$ cat src/rtl/reset_boot_pkg.sv
package reset_boot_pkg;
   // Clock period in nanoseconds (10 MHz).
   localparam int CLK_PERIOD_NS = 100;
   localparam int LATCH_LOAD_MAX_NS = 10000;
   localparam int LATCH_LOAD_CYCLES = LATCH_LOAD_MAX_NS / CLK_PERIOD_NS;
   localparam int HOLDOFF_NS = 20000;
   localparam int HOLDOFF_CYCLES = HOLDOFF_NS / CLK_PERIOD_NS;
   // The latch load takes fewer cycles than its limit to leave margin.
   localparam int LATCH_WORDS = 8;
   localparam int SRAM_SCRATCH_FIRST = 0;
   localparam int SRAM_SCRATCH_LAST = 127;
   localparam logic [31:0] USER_START_ADDR = 32'h0000_0000;
   localparam logic [2:0] DRIVE_MODE_RESET = 3'h0;
   localparam logic [7:0] CHECKSUM_SEED = 8'h00;

   typedef enum logic [3:0] {
      ST_POWER_WAIT = 4'h0,
      ST_LATCH_LOAD = 4'h1,
      ST_RESET_HOLD = 4'h2,
      ST_HOLDOFF = 4'h3,
      ST_COPY = 4'h4,
      ST_CHECK = 4'h5,
      ST_APPLY = 4'h6,
      ST_DEBUG = 4'h7,
      ST_USER = 4'h8
   } seq_state_type;
endpackage

$ cat src/rtl/boot_mem_if.sv
`timescale 1ns/1ps
// Carries the copy, checksum and apply handshakes between sequencer and mover.
interface boot_mem_if;
   logic start;
   logic busy;
   logic done;
   logic sumOk;
   logic applyStart;
   logic applyDone;
   modport seq (output start, output applyStart, input busy, input done, input sumOk, input applyDone);
   modport mover (input start, input applyStart, output busy, output done, output sumOk, output applyDone);
endinterface

$ cat src/rtl/boot_dma_mover.sv
`timescale 1ns/1ps
module boot_dma_mover
   import reset_boot_pkg::*;
#(
   parameter int WORDS = 16
)
(
   input wire logic clk, // System clock.
   input wire logic rst, // Asynchronous reset.
   boot_mem_if.mover mem, // Control from the sequencer.
   output logic [7:0] hubAddr, // Bus hub address.
   output logic hubRead, // Flash read strobe.
   input wire logic [7:0] hubRdata, // Flash data, same clock.
   input wire logic [7:0] storedSum, // Expected checksum from flash.
   output logic hubWrite, // Register write strobe.
   output logic [7:0] hubWdata // Register write data.
);
   logic [7:0] scratch [0:WORDS-1];
   logic [$clog2(WORDS):0] idx_reg;
   logic [7:0] sum_reg;
   logic copying_reg;
   logic applying_reg;

   initial
   begin
      // The word index needs at least one bit, so a single-word copy is refused.
      if (WORDS < 2 || WORDS > SRAM_SCRATCH_LAST - SRAM_SCRATCH_FIRST + 1)
      begin
         $error("WORDS must fit the scratch area");
      end
   end

   // Copy into scratch SRAM while the checksum unit accumulates. (RL13) (RL14)
   always_ff @(posedge clk or posedge rst)
   begin
      if (rst)
      begin
         idx_reg <= '0;
         copying_reg <= 1'b0;
         applying_reg <= 1'b0;
         sum_reg <= CHECKSUM_SEED;
      end
      else if (mem.start && !copying_reg && !applying_reg)
      begin
         idx_reg <= '0;
         copying_reg <= 1'b1;
         sum_reg <= CHECKSUM_SEED;
      end
      else if (copying_reg)
      begin
         sum_reg <= sum_reg + hubRdata;
         if (idx_reg == ($clog2(WORDS)+1)'(WORDS - 1))
         begin
            copying_reg <= 1'b0;
         end
         else
         begin
            idx_reg <= idx_reg + 1'b1;
         end
      end
      else if (mem.applyStart && !applying_reg)
      begin
         idx_reg <= '0;
         applying_reg <= 1'b1;
      end
      else if (applying_reg)
      begin
         if (idx_reg == ($clog2(WORDS)+1)'(WORDS - 1))
         begin
            applying_reg <= 1'b0;
         end
         else
         begin
            idx_reg <= idx_reg + 1'b1;
         end
      end
   end

   always_ff @(posedge clk)
   begin
      if (copying_reg)
      begin
         scratch[idx_reg[$clog2(WORDS)-1:0]] <= hubRdata; // RL13
      end
   end

   always_ff @(posedge clk or posedge rst)
   begin
      if (rst)
      begin
         mem.done <= 1'b0;
         mem.applyDone <= 1'b0;
         hubWrite <= 1'b0;
         hubWdata <= 8'h00;
      end
      else
      begin
         mem.done <= copying_reg && idx_reg == ($clog2(WORDS)+1)'(WORDS - 1);
         mem.applyDone <= applying_reg && idx_reg == ($clog2(WORDS)+1)'(WORDS - 1);
         hubWrite <= applying_reg; // RL14
         hubWdata <= scratch[idx_reg[$clog2(WORDS)-1:0]];
      end
   end

   assign mem.busy = copying_reg || applying_reg;
   assign mem.sumOk = (sum_reg == storedSum); // RL14
   assign hubRead = copying_reg;
   assign hubAddr = 8'(idx_reg);
endmodule

$ cat src/rtl/reset_boot_sequencer.sv
`timescale 1ns/1ps
// Contract
// (RL1) Start latch load once supply is good; finish within 10 us.
// (RL2) Latch load sets I/O drive modes and config, then enter reset.
// (RL3) Stay in reset while external reset is held low.
// (RL4) Reset released and supplies good starts the hold-off sequence.
// (RL5) Hold-off runs on fast-startup oscillator until reset release.
// (RL6) Hold-off keeps reset for about 20 us.
// (RL7) References not ready at end of hold-off restart the reset cycle.
// (RL8) On release switch to precise oscillator, start bus clock, begin boot.
// (RL9) Debug pins toggling during boot enter debug mode, otherwise user mode.
// (RL10) Manufacturing and device latches load together in reset.
// (RL11) Trim outputs valid before the device leaves reset.
// (RL12) Device latch contents give I/O drive-mode reset values.
// (RL13) DMA copies flash config through the hub into scratch SRAM.
// (RL14) Checksum passes before DMA writes target config registers.
// (RL15) Failed checksum triggers system reset and restarts sequence.
// (RL16) Boot loads only the default-mode oscillator trim.
// (RL17) CPU halted throughout boot; only DMA, hub, checksum move data.
// (RL18) User mode releases CPU fetching from address zero.
// (RL19) Hold-off is a counter sampled for readiness at terminal count.
// (RL20) External reset is active low, holding reset while low.
module reset_boot_sequencer
   import reset_boot_pkg::*;
#(
   parameter int HOLDOFF_COUNT = HOLDOFF_CYCLES,
   parameter int BOOT_WORDS = 16
)
(
   input wire logic clk, // System clock, 10 MHz.
   input wire logic rst, // Asynchronous reset, active high.
   input wire logic supplyGood, // Supply monitors, asynchronous.
   input wire logic external_reset_n, // External reset pin, active low.
   input wire logic refsReady, // Band-gap and precision reset ready.
   input wire logic debug_acquire_pin_a, // Debug acquire pin A.
   input wire logic debug_acquire_pin_b, // Debug acquire pin B.
   input wire logic [7:0] mfgLatch, // Manufacturing trim latch word.
   input wire logic [7:0] devLatch, // Device configuration latch word.
   output logic [7:0] hubAddr, // Bus hub address.
   output logic hubRead, // Flash read strobe.
   input wire logic [7:0] hubRdata, // Flash read data.
   input wire logic [7:0] storedSum, // Expected checksum.
   output logic hubWrite, // Config register write strobe.
   output logic [7:0] hubWdata, // Config register write data.
   output logic [7:0] porTrim, // Trim for power-on reset circuit.
   output logic [2:0] ioDriveMode, // Reset drive mode for I/O.
   output logic systemReset, // Device held in reset.
   output logic fastOscOn, // Fast-startup oscillator running, during hold-off only.
   output logic preciseOscOn, // Precise oscillator running.
   output logic preciseOsc48, // Precise oscillator at 48 MHz, else 12 MHz.
   output logic busClockOn, // System bus clock running.
   output logic cpuHalt, // CPU held halted.
   output logic [31:0] cpuStartAddr, // CPU reset fetch address.
   output logic debugMode, // Debug mode entered.
   output logic userMode // User mode entered.
);
   seq_state_type state_reg;
   seq_state_type state_next;
   logic [$clog2(HOLDOFF_COUNT+1)-1:0] count_reg;
   logic [$clog2(LATCH_LOAD_CYCLES+1)-1:0] loadCount_reg;
   logic [1:0] supplySync_reg;
   logic [1:0] resetSync_reg;
   logic [1:0] refsSync_reg;
   logic [1:0] pinASync_reg;
   logic [1:0] pinBSync_reg;
   logic pinAPrev_reg;
   logic pinBPrev_reg;
   logic sawA_reg;
   logic sawB_reg;
   logic holdoffEnd;
   logic sumOkLatched_reg;
   logic speedSel_reg;
   boot_mem_if mem();

   initial
   begin
      if (HOLDOFF_COUNT < 1 || BOOT_WORDS < 2 || BOOT_WORDS > SRAM_SCRATCH_LAST - SRAM_SCRATCH_FIRST + 1)
      begin
         $error("HOLDOFF_COUNT must be positive and BOOT_WORDS must fit the scratch area");
      end
   end

   // Pins and monitors come from outside the clock domain.
   always_ff @(posedge clk or posedge rst)
   begin
      if (rst)
      begin
         supplySync_reg <= 2'h0;
         resetSync_reg <= 2'h0;
         refsSync_reg <= 2'h0;
         pinASync_reg <= 2'h0;
         pinBSync_reg <= 2'h0;
      end
      else
      begin
         supplySync_reg <= {supplySync_reg[0], supplyGood};
         resetSync_reg <= {resetSync_reg[0], external_reset_n};
         refsSync_reg <= {refsSync_reg[0], refsReady};
         pinASync_reg <= {pinASync_reg[0], debug_acquire_pin_a};
         pinBSync_reg <= {pinBSync_reg[0], debug_acquire_pin_b};
      end
   end

   assign holdoffEnd = (count_reg == ($clog2(HOLDOFF_COUNT+1))'(HOLDOFF_COUNT - 1));

   always_comb
   begin
      state_next = state_reg;
      case (state_reg)
         ST_POWER_WAIT:
            if (supplySync_reg[1])
            begin
               state_next = ST_LATCH_LOAD; // RL1
            end
         ST_LATCH_LOAD:
            if (loadCount_reg == ($clog2(LATCH_LOAD_CYCLES+1))'(LATCH_WORDS - 1))
            begin
               state_next = ST_RESET_HOLD; // RL2
            end
         ST_RESET_HOLD:
            if (resetSync_reg[1] && supplySync_reg[1])
            begin
               state_next = ST_HOLDOFF; // RL4
            end
         ST_HOLDOFF:
            if (!resetSync_reg[1] || !supplySync_reg[1])
            begin
               state_next = ST_RESET_HOLD; // RL3
            end
            else if (holdoffEnd)
            begin
               // A failed reference check restarts hold-off from zero.
               state_next = refsSync_reg[1] ? ST_COPY : ST_HOLDOFF; // RL7
            end
         ST_COPY:
            if (mem.done)
            begin
               state_next = ST_CHECK;
            end
         ST_CHECK:
            state_next = sumOkLatched_reg ? ST_APPLY : ST_RESET_HOLD; // RL15
         ST_APPLY:
            if (mem.applyDone)
            begin
               state_next = (sawA_reg && sawB_reg) ? ST_DEBUG : ST_USER; // RL9
            end
         default:
            state_next = state_reg;
      endcase
      // The pin overrides any later phase; returning here reruns hold-off.
      if (state_reg != ST_POWER_WAIT && state_reg != ST_LATCH_LOAD && !resetSync_reg[1])
      begin
         state_next = ST_RESET_HOLD; // RL20
      end
   end

   always_ff @(posedge clk or posedge rst)
   begin
      if (rst)
      begin
         state_reg <= ST_POWER_WAIT;
      end
      else
      begin
         state_reg <= state_next;
      end
   end

   // Hold-off counter; it clears whenever hold-off ends or restarts.
   always_ff @(posedge clk or posedge rst)
   begin
      if (rst)
      begin
         count_reg <= '0;
      end
      else if (state_reg != ST_HOLDOFF || holdoffEnd)
      begin
         count_reg <= '0; // RL19
      end
      else
      begin
         count_reg <= count_reg + 1'b1; // RL6
      end
   end

   // Both latch kinds load together; values stay stable for the trim users.
   always_ff @(posedge clk or posedge rst)
   begin
      if (rst)
      begin
         loadCount_reg <= '0;
         porTrim <= 8'h00;
         ioDriveMode <= DRIVE_MODE_RESET;
         speedSel_reg <= 1'b0;
      end
      else if (state_reg == ST_LATCH_LOAD)
      begin
         loadCount_reg <= loadCount_reg + 1'b1; // RL1
         porTrim <= mfgLatch; // RL10 RL11
         ioDriveMode <= devLatch[2:0]; // RL12 RL2
         speedSel_reg <= devLatch[3]; // RL16
      end
      else
      begin
         loadCount_reg <= '0;
      end
   end

   // Debug acquire needs both pins to toggle while boot runs.
   always_ff @(posedge clk or posedge rst)
   begin
      if (rst)
      begin
         pinAPrev_reg <= 1'b0;
         pinBPrev_reg <= 1'b0;
         sawA_reg <= 1'b0;
         sawB_reg <= 1'b0;
      end
      else
      begin
         pinAPrev_reg <= pinASync_reg[1];
         pinBPrev_reg <= pinBSync_reg[1];
         if (state_reg == ST_HOLDOFF)
         begin
            sawA_reg <= 1'b0;
            sawB_reg <= 1'b0;
         end
         else if (state_reg == ST_COPY || state_reg == ST_CHECK || state_reg == ST_APPLY)
         begin
            sawA_reg <= sawA_reg || (pinASync_reg[1] != pinAPrev_reg); // RL9
            sawB_reg <= sawB_reg || (pinBSync_reg[1] != pinBPrev_reg); // RL9
         end
      end
   end

   always_ff @(posedge clk or posedge rst)
   begin
      if (rst)
      begin
         sumOkLatched_reg <= 1'b0;
      end
      else if (mem.done)
      begin
         sumOkLatched_reg <= mem.sumOk; // RL14
      end
   end

   assign mem.start = (state_reg == ST_COPY) && !mem.busy && !mem.done;
   assign mem.applyStart = (state_reg == ST_CHECK) && sumOkLatched_reg; // RL14

   boot_dma_mover #(
      .WORDS(BOOT_WORDS)
   ) mover (
      .clk(clk),
      .rst(rst),
      .mem(mem),
      .hubAddr(hubAddr),
      .hubRead(hubRead),
      .hubRdata(hubRdata),
      .storedSum(storedSum),
      .hubWrite(hubWrite),
      .hubWdata(hubWdata)
   );

   // Phase outputs are registered from the next state so they align with it.
   always_ff @(posedge clk or posedge rst)
   begin
      if (rst)
      begin
         systemReset <= 1'b1;
         fastOscOn <= 1'b0;
         preciseOscOn <= 1'b0;
         preciseOsc48 <= 1'b0;
         busClockOn <= 1'b0;
         cpuHalt <= 1'b1;
         cpuStartAddr <= USER_START_ADDR;
         debugMode <= 1'b0;
         userMode <= 1'b0;
      end
      else
      begin
         systemReset <= state_next inside {ST_POWER_WAIT, ST_LATCH_LOAD, ST_RESET_HOLD, ST_HOLDOFF}; // RL3
         fastOscOn <= state_next == ST_HOLDOFF; // RL5
         preciseOscOn <= state_next inside {ST_COPY, ST_CHECK, ST_APPLY, ST_DEBUG, ST_USER}; // RL8
         preciseOsc48 <= speedSel_reg; // RL16
         busClockOn <= state_next inside {ST_COPY, ST_CHECK, ST_APPLY, ST_DEBUG, ST_USER}; // RL8
         cpuHalt <= state_next != ST_USER; // RL17
         cpuStartAddr <= USER_START_ADDR; // RL18
         debugMode <= state_next == ST_DEBUG; // RL9
         userMode <= state_next == ST_USER; // RL18
      end
   end

   property p_latch_bound;
      @(posedge clk) disable iff (rst)
      $rose(state_reg == ST_LATCH_LOAD) |-> ##[1:100] state_reg != ST_LATCH_LOAD;
   endproperty
   a_latch_bound: assert property (p_latch_bound) else $error("latch load overran"); // RL1

   property p_hold_low;
      @(posedge clk) disable iff (rst)
      !resetSync_reg[1] && state_reg != ST_POWER_WAIT |-> ##1 systemReset;
   endproperty
   a_hold_low: assert property (p_hold_low) else $error("reset not held while pin low"); // RL20

   property p_no_fast_after;
      @(posedge clk) disable iff (rst)
      preciseOscOn |-> !fastOscOn && !systemReset;
   endproperty
   a_no_fast_after: assert property (p_no_fast_after) else $error("oscillator modes overlap"); // RL8

   property p_restart;
      @(posedge clk) disable iff (rst)
      state_reg == ST_HOLDOFF && holdoffEnd && !refsSync_reg[1] && resetSync_reg[1] && supplySync_reg[1]
         |=> state_reg == ST_HOLDOFF && count_reg == 0;
   endproperty
   a_restart: assert property (p_restart) else $error("hold-off not restarted"); // RL7

   property p_fail_reset;
      @(posedge clk) disable iff (rst)
      state_reg == ST_CHECK && !sumOkLatched_reg |=> state_reg == ST_RESET_HOLD;
   endproperty
   a_fail_reset: assert property (p_fail_reset) else $error("bad checksum did not reset"); // RL15

   property p_write_after_check;
      @(posedge clk) disable iff (rst)
      hubWrite |-> sumOkLatched_reg;
   endproperty
   a_write_after_check: assert property (p_write_after_check) else $error("write before checksum"); // RL14

   property p_cpu_halt;
      @(posedge clk) disable iff (rst)
      state_reg inside {ST_COPY, ST_CHECK, ST_APPLY} |-> cpuHalt;
   endproperty
   a_cpu_halt: assert property (p_cpu_halt) else $error("cpu ran during boot"); // RL17

   property p_user_start;
      @(posedge clk) disable iff (rst)
      userMode |-> !cpuHalt && cpuStartAddr == 32'h0000_0000;
   endproperty
   a_user_start: assert property (p_user_start) else $error("user mode start wrong"); // RL18

   c_user: cover property (@(posedge clk) disable iff (rst) $rose(userMode));
   c_debug: cover property (@(posedge clk) disable iff (rst) $rose(debugMode));
   c_cksum_fail: cover property (@(posedge clk) disable iff (rst) state_reg == ST_CHECK && !sumOkLatched_reg);
   c_refs_restart: cover property (@(posedge clk) disable iff (rst) state_reg == ST_HOLDOFF && holdoffEnd && !refsSync_reg[1]);
endmodule

$ cat config.mk
export PLATFORM = sky130hd
export DESIGN_NAME = reset_boot_sequencer
export DESIGN_NICKNAME = d
export VERILOG_FILES = /design/src/rtl/reset_boot_pkg.sv /design/src/rtl/boot_mem_if.sv /design/src/rtl/boot_dma_mover.sv /design/src/rtl/reset_boot_sequencer.sv
export SDC_FILE = /design/constraint.sdc
export NUM_CORES = 1
export LEC_CHECK = 0
export ABC_AREA = 0
export BUFFER_PORTS_ARGS = -buffer_cell sky130_fd_sc_hd__buf_2
export CORE_MARGIN = 2
export CORE_UTILIZATION = 30
export CTS_CLUSTER_SIZE = 20
export DETAILED_ROUTE_END_ITERATION = 7
export PLACE_DENSITY_LB_ADDON = 0.2
export REMOVE_ABC_BUFFERS = 1
export SLEW_MARGIN = 20
export SYNTH_ARGS = -nofsm -noshare
export SYNTH_HDL_FRONTEND = slang
export SYNTH_SLANG_ARGS = --single-unit
$ cat constraint.sdc
create_clock -name clk -period 2.5 [get_ports clk]
set_input_delay 0.375 -clock clk [delete_from_list [all_inputs] [get_ports clk]]
set_output_delay 0.375 -clock clk [all_outputs]
set_load 0.02 [all_outputs]
# --- Word-level counts from Yosys, hierarchy flattened ---
# Memories as Yosys holds them, arrays and structs flattened. A register that Yosys moved wholly into a read port is not among the register bits.
# Cells that the tools add are included.
classes:
  bitwise_logic: 2
  reduce_logical: 34
  n_addsub: 4
  mux: 32
  eq_ne: 23
ops:
  columns: ["op", "count"]
  rows:
  - ["two-way mux 4 bit", 9]
  - ["== test 4 x 3 -> 1 bit (second input constant)", 7]
  - ["case mux 4 bit (7 select lines)", 1]
  - ["two-way mux 5 bit", 5]
  - ["two-way mux 8 bit", 3]
  - ["== test 4 x 2 -> 1 bit (second input constant)", 4]
  - ["logical AND 1 bit", 12]
  - ["nonzero test 4 bit", 3]
  - ["two-way mux 1 bit", 11]
  - ["adder 8 x 1 -> 8 bit (second input constant)", 1]
  - ["adder 8 bit", 1]
  - ["== test 4 x 1 -> 1 bit (second input constant)", 2]
  - ["== test 8 bit", 1]
  - ["== test 8 bit (second input constant)", 1]
  - ["zero test 4 bit", 2]
  - ["adder 7 x 1 -> 7 bit (second input constant)", 1]
  - ["== test 7 x 3 -> 1 bit (second input constant)", 1]
  - ["logical OR 1 bit", 7]
  - ["two-way mux 7 bit", 1]
  - ["zero test 1 bit", 6]
  - ["two-way mux 3 bit", 2]
  - ["adder 5 x 1 -> 5 bit (second input constant)", 1]
  - ["== test 5 x 4 -> 1 bit (second input constant)", 1]
  - ["nonzero test 5 bit", 1]
  - ["8 further kinds", 11]
totals:
  reg_bits: 71
  mem_count: 1
  mem_bits_rw: 128
  in_bits: 39
mem_list:
  columns: ["name", "depth", "width", "read_ports", "rd_ports_with_merged_regs", "wr", "line_no", "rtl"]
  rows:
  - ["mover.scratch", 16, 8, 1, 1, 1, "boot_dma_mover.sv:18", "logic [7:0] scratch [0:WORDS-1];"]

# --- Depth between registers and ports, before layout ---
logic_depth:
  depth_word: 8
  mapped_depth: 7
  depth_no_buf: 7

# --- Cells and area by module ---
# From an unflattened synthesis, not the netlist that was laid out.
unflattened:
  cells_unflattened: 587
  area_unflattened_um2: 8916.1
modules_own_cells:
  columns: ["module", "cells_per_inst", "instances", "seq_area_each_um2", "area_each_um2"]
  rows:
  - ["boot_dma_mover", 328, 1, 4494.3, 6352.3]
  - ["reset_boot_sequencer", 259, 1, 1328.8, 2563.7]

# --- Worst setup path before layout ---
# No wires, ideal clock.
synth_path:
  path_kind: "reg2reg"
  from: "register mover.idx_reg[3]"
  to: "memory mover.scratch[10][0] (enable)"
  t_arrival_ns: 1.945
  path_stages_with_launch: 5
  required_ns: 2.115
  setup_time_ns: 0.385
  path_buffers: 2
  period_less_slack_ns: 2.330
  setup_slack_ns: 0.170
  cell_sequence: "dfrtp_1 buf_2 buf_1 nand2_1 nor3b_1"
synth_lines:
  columns: ["item", "line_no", "rtl"]
  rows:
  - ["from (decl)", "boot_dma_mover.sv:19", "logic [$clog2(WORDS):0] idx_reg;"]
  - ["from (signal assigned)", "boot_dma_mover.sv:58", "idx_reg <= idx_reg + 1'b1;"]
  - ["from (signal assigned)", "boot_dma_mover.sv:74", "idx_reg <= idx_reg + 1'b1;"]
  - ["to (decl)", "boot_dma_mover.sv:18", null]
# No word-level cell before the write port.

# --- Worst setup path after layout ---
layout_path:
  from: "register mover.sum_reg[1]"
  to: "register mover.sum_reg[7]"
layout_via:
  elab_chain_cells: 3
layout_rtl:
  columns: ["item", "line_no", "rtl"]
  rows:
  - ["from (decl)", "boot_dma_mover.sv:20", "logic [7:0] sum_reg;"]
  - ["from (signal assigned)", "boot_dma_mover.sv:51", "sum_reg <= sum_reg + hubRdata;"]
  - ["adder 8 bit", "boot_dma_mover.sv:51", null]
  - ["two-way mux 8 bit", "boot_dma_mover.sv:49", "else if (copying_reg)"]
  - ["two-way mux 8 bit", "boot_dma_mover.sv:43", "else if (mem.start && !copying_reg && !applying_reg)"]
# Every way passes these cells. The select of a mux whose other input is x is not followed.
# A chain may end at the register's enable or synchronous reset.

==> summary.txt <==
Floorplanning
  – Initial core utilization: between 30% and 40%
  – Die area: between 0.03 and 0.04 mm^2
  – Die Y: around 170 um
  – Row cnt: 62
  – Die width: between 150 and 200 um
  – Core Region: between 0.02 and 0.03 mm^2
  – # IOs: roughly 110

Global route
  – Total GRT Usage: between 10% and 20%
  – First-pass GRT wire length: between 20000 and 30000 um
  – Largest net degree at the start of global routing: 36
  – Total gr overflow: 0
  – Initial antenna violation count: 0
  – Vias in the first global route: roughly 5000

Detailed routing
  – TritonRoute pass-1 iters: 4
  – First DRT Iteration DRCs: approximately 250
  – Routed vias: 4845
  – DR DRC count: 0
  – Routed WL: approximately 18000 um
  – Post-DR vias/cell: 4.56
  – Final ANT Viol Nets: 0
  – WL/cell: ~17 um

STA
  – Final worst slack: about 0.42 ns
  – Max Clock Skew: 0.0164 ns
  – Final setup fails: 0
  – RSZ-0062 raised after global routing: false
  – Slew headroom: 43.0%
  – Hold Vio Cnt, Final: 0
  – Fmax: just under 500 MHz
  – Post-route clock period utilization: 83.1%
  – Max-slew violations: 0
  – Fin crit period: roughly 2.1 ns
  – Least-Margin Pin Slew: about 0.85 ns

Critical path
  – Origin of the worst setup path: mover.sum_reg[1]$_DFFE_PP0N_
  – RR Endpoint: mover.sum_reg[7]$_DFFE_PP0N_
  – WP buf/inv: 0
  – Setup CP Type: reg2reg
  – Worst-path cell chain: ha_1 -> a21oi_1 -> o211ai_1 -> o41ai_1 -> xnor2_1 -> a22o_1
  – Crit-path leading delay family: compound AO/OA/AOI/OAI gates
  – Critical-path top delay cell: o41ai_1
  – Worst-path maximum fanout: 4
  – R2r startpoint: mover.sum_reg[1]$_DFFE_PP0N_
  – Critical Path Stages: 6
  – Arrival @ worst endpoint: around 2.5 ns
  – Critical Path Start Type: flop
  – Worst Path Required: roughly 2.9 ns
  – Slowest stage delay, CP: 0.51 ns
  – R2R depth: 6
  – Nature of the critical path endpoint: flop
  – CP Capture Point: mover.sum_reg[7]$_DFFE_PP0N_
  – Register-to-register setup slack: ~0.42 ns

Clocking
  – Total CTS buffers: 24
  – Clk root buf: clkbuf_16
  – Clk sink count: slightly above 200
  – Clk_lat worst skew: approximately 0.52 ns
  – CTS Hold Buffers Added: 6
  – Clock slew seen by the registers of the worst setup and hold paths: roughly 0.05 ns
  – CTS tree: done
  – H-tree Lvls: 1
  – Setup Buffers After CTS: 0
  – Post-CTS Resized: 0
  – Clock buffer depth: 3

Logic synthesis
  – Syn avg cell area: between 15 and 20 um^2
  – Number of synthesized register bits: ~210
  – EDFF count, synth: 128
  – Post-synth ARST share: between 30% and 40%
  – Synthesized area: 0.00875 mm^2
  – Total number of yosys warnings: 0
  – Synth unique cells: 53
  – Seq/Total Area, Yosys: around two thirds
  – Gate Count Post-Synth: about 560
  – Top_reg_cell synth: edfxtp_1

Placement
  – Detailed Place HPWL: about 12000 um
  – PortBufs: 68
  – Placed cells: between 1000 and 1500
  – Gpl congestion: around 0.8
  – Pre-CTS setup slack: ~0.27 ns
  – Cell Area, Placed: 0.00954 mm^2

Power
  – Switching share of power: a little under a quarter
  – Leakage: between 4 and 5 nW
  – Part of the power in registers: between 40 and 50%
  – Clock power share: between 40% and 50%
  – PwrDens: 772 mW/mm^2
  – Cell internal pwr: slightly above 6 mW
  – Peak VDD IR: roughly 610 uV
  – Comb pwr share: about 8.5%
  – NetSw: 1.90 mW

Layout
  – Util after Layout: about 36%
  – Area growth syn-to-layout: 19.0%
  – Number of nets in the layout: just over 700
  – Commonest non-fill, non-tap cell in the layout: edfxtp_1
  – Most frequent cells in the layout: 128 x edfxtp_1, 76 x dfrtp_1, 68 x buf_2, 47 x nand2_1, 42 x nor2_1
  – Number of flip-flops in the largest register: roughly 130
  – N_diodes: 0
  – Design area: between 0.01 and 0.015 mm^2
  – Finished Layout Cells: 1063
  – Fill cell count: roughly 2700
  – Layout cells sized above 1: between 20% and 30%

Outcome
  – Status: finished, final reports clean

Worst hold path
  – Hold Crit Class: in2reg

Job
  – Max cap viols: 0
## per-layer routing
layer  vias up  wire length [um]  global-route usage (%)
met5         -                 0                       0
met4         0               294                    3.26
met3        24              1080                    2.61
met2       141              8770                    20.3
met1      2449              7960                    15.7
li1       2231                 -                       -
## power groups by stage
stage | Combinational, mW | Clock (mW) | Sequential [mW]
2_1_floorplan | 0.308 | 0 | 4.05
3_3_place_gp | 0.666 | 0 | 3.95
3_5_place_dp | 0.690 | 0 | 3.95
4_1_cts | 0.692 | 3.57 | 3.89
5_1_grt | 0.766 | 3.71 | 3.91
6_report | 0.681 | 3.46 | 3.89
## final cells by class
class,count,area (um^2),share of cell area [%]
Multi-Input combinational cell,312,2620,25.2
Timing Repair Buffer,102,623,5.99
Clock buffer,36,696,6.69
Clock inverter,8,109,1.05
Sequential cell,207,5820,56.0
Tap cell,384,480,4.62
Inverter,14,53.8,0.517
## how the worst min path moves through the flow
stage,start,endpoint,cells after the start
6_report,devLatch[3],speedSel_reg$_DFFE_PP0P_,3
5_1_grt,mfgLatch[1],porTrim[1]$_DFFE_PP0P_,3
4_1_cts,mfgLatch[1],porTrim[1]$_DFFE_PP0P_,3
3_5_place_dp,resetSync_reg[0]$_DFF_PP0_,resetSync_reg[1]$_DFF_PP0_,0
3_3_place_gp,supplySync_reg[0]$_DFF_PP0_,supplySync_reg[1]$_DFF_PP0_,0
2_1_floorplan,pinASync_reg[0]$_DFF_PP0_,pinASync_reg[1]$_DFF_PP0_,0
## worst reg2reg max path: cells and delay by family, from the launching register on
kind,cells,cell delay [ns]
fa+ha+maj,1,0.29
flops,1,0.44
compound gates,4,1.11
xor+xnor,1,0.14
## synthesized netlist by cell type (all sizes together) (8+ instances only)
master | count | area (um^2)
edfxtp | 128 | 3840
dfrtp | 77 | 1930
nand2 | 47 | 176
buf | 44 | 342
nor2 | 42 | 158
mux4 | 40 | 1010
xor2 | 19 | 166
nand3 | 18 | 90.1
inv | 14 | 52.6
ha | 13 | 163
clkbuf | 12 | 45.0
o21ai | 10 | 50.1
a21oi | 9 | 45.0
a22o | 8 | 70.1
## kinds of logic after synthesis
| group | after synthesis | synth area share, % |
|---|---|---|
| AOI/OAI and AO/OA | 48 | 3.95 |
| DFF | 207 | 66.6 |
| other | 1 | 0.0429 |
| and+or+nand+nor | 148 | 8.08 |
| muxes | 41 | 11.6 |
| adders and majority gates | 14 | 2.09 |
| buffers and inverters | 70 | 5.02 |
| xor gates and xnor gates | 26 | 2.60 |
## per-stage QoR
stage	setup TNS [ns]	hold slack, ns	total power [mW]
after floorplan	-6.14	0.331	4.36
after global placement	0	0.334	4.61
after detailed placement	0	0.337	4.64
after CTS	0	0.0337	8.16
after global routing	0	0.0465	8.38
final	0	0.0584	8.03
(Power assumes the default switching activity.)
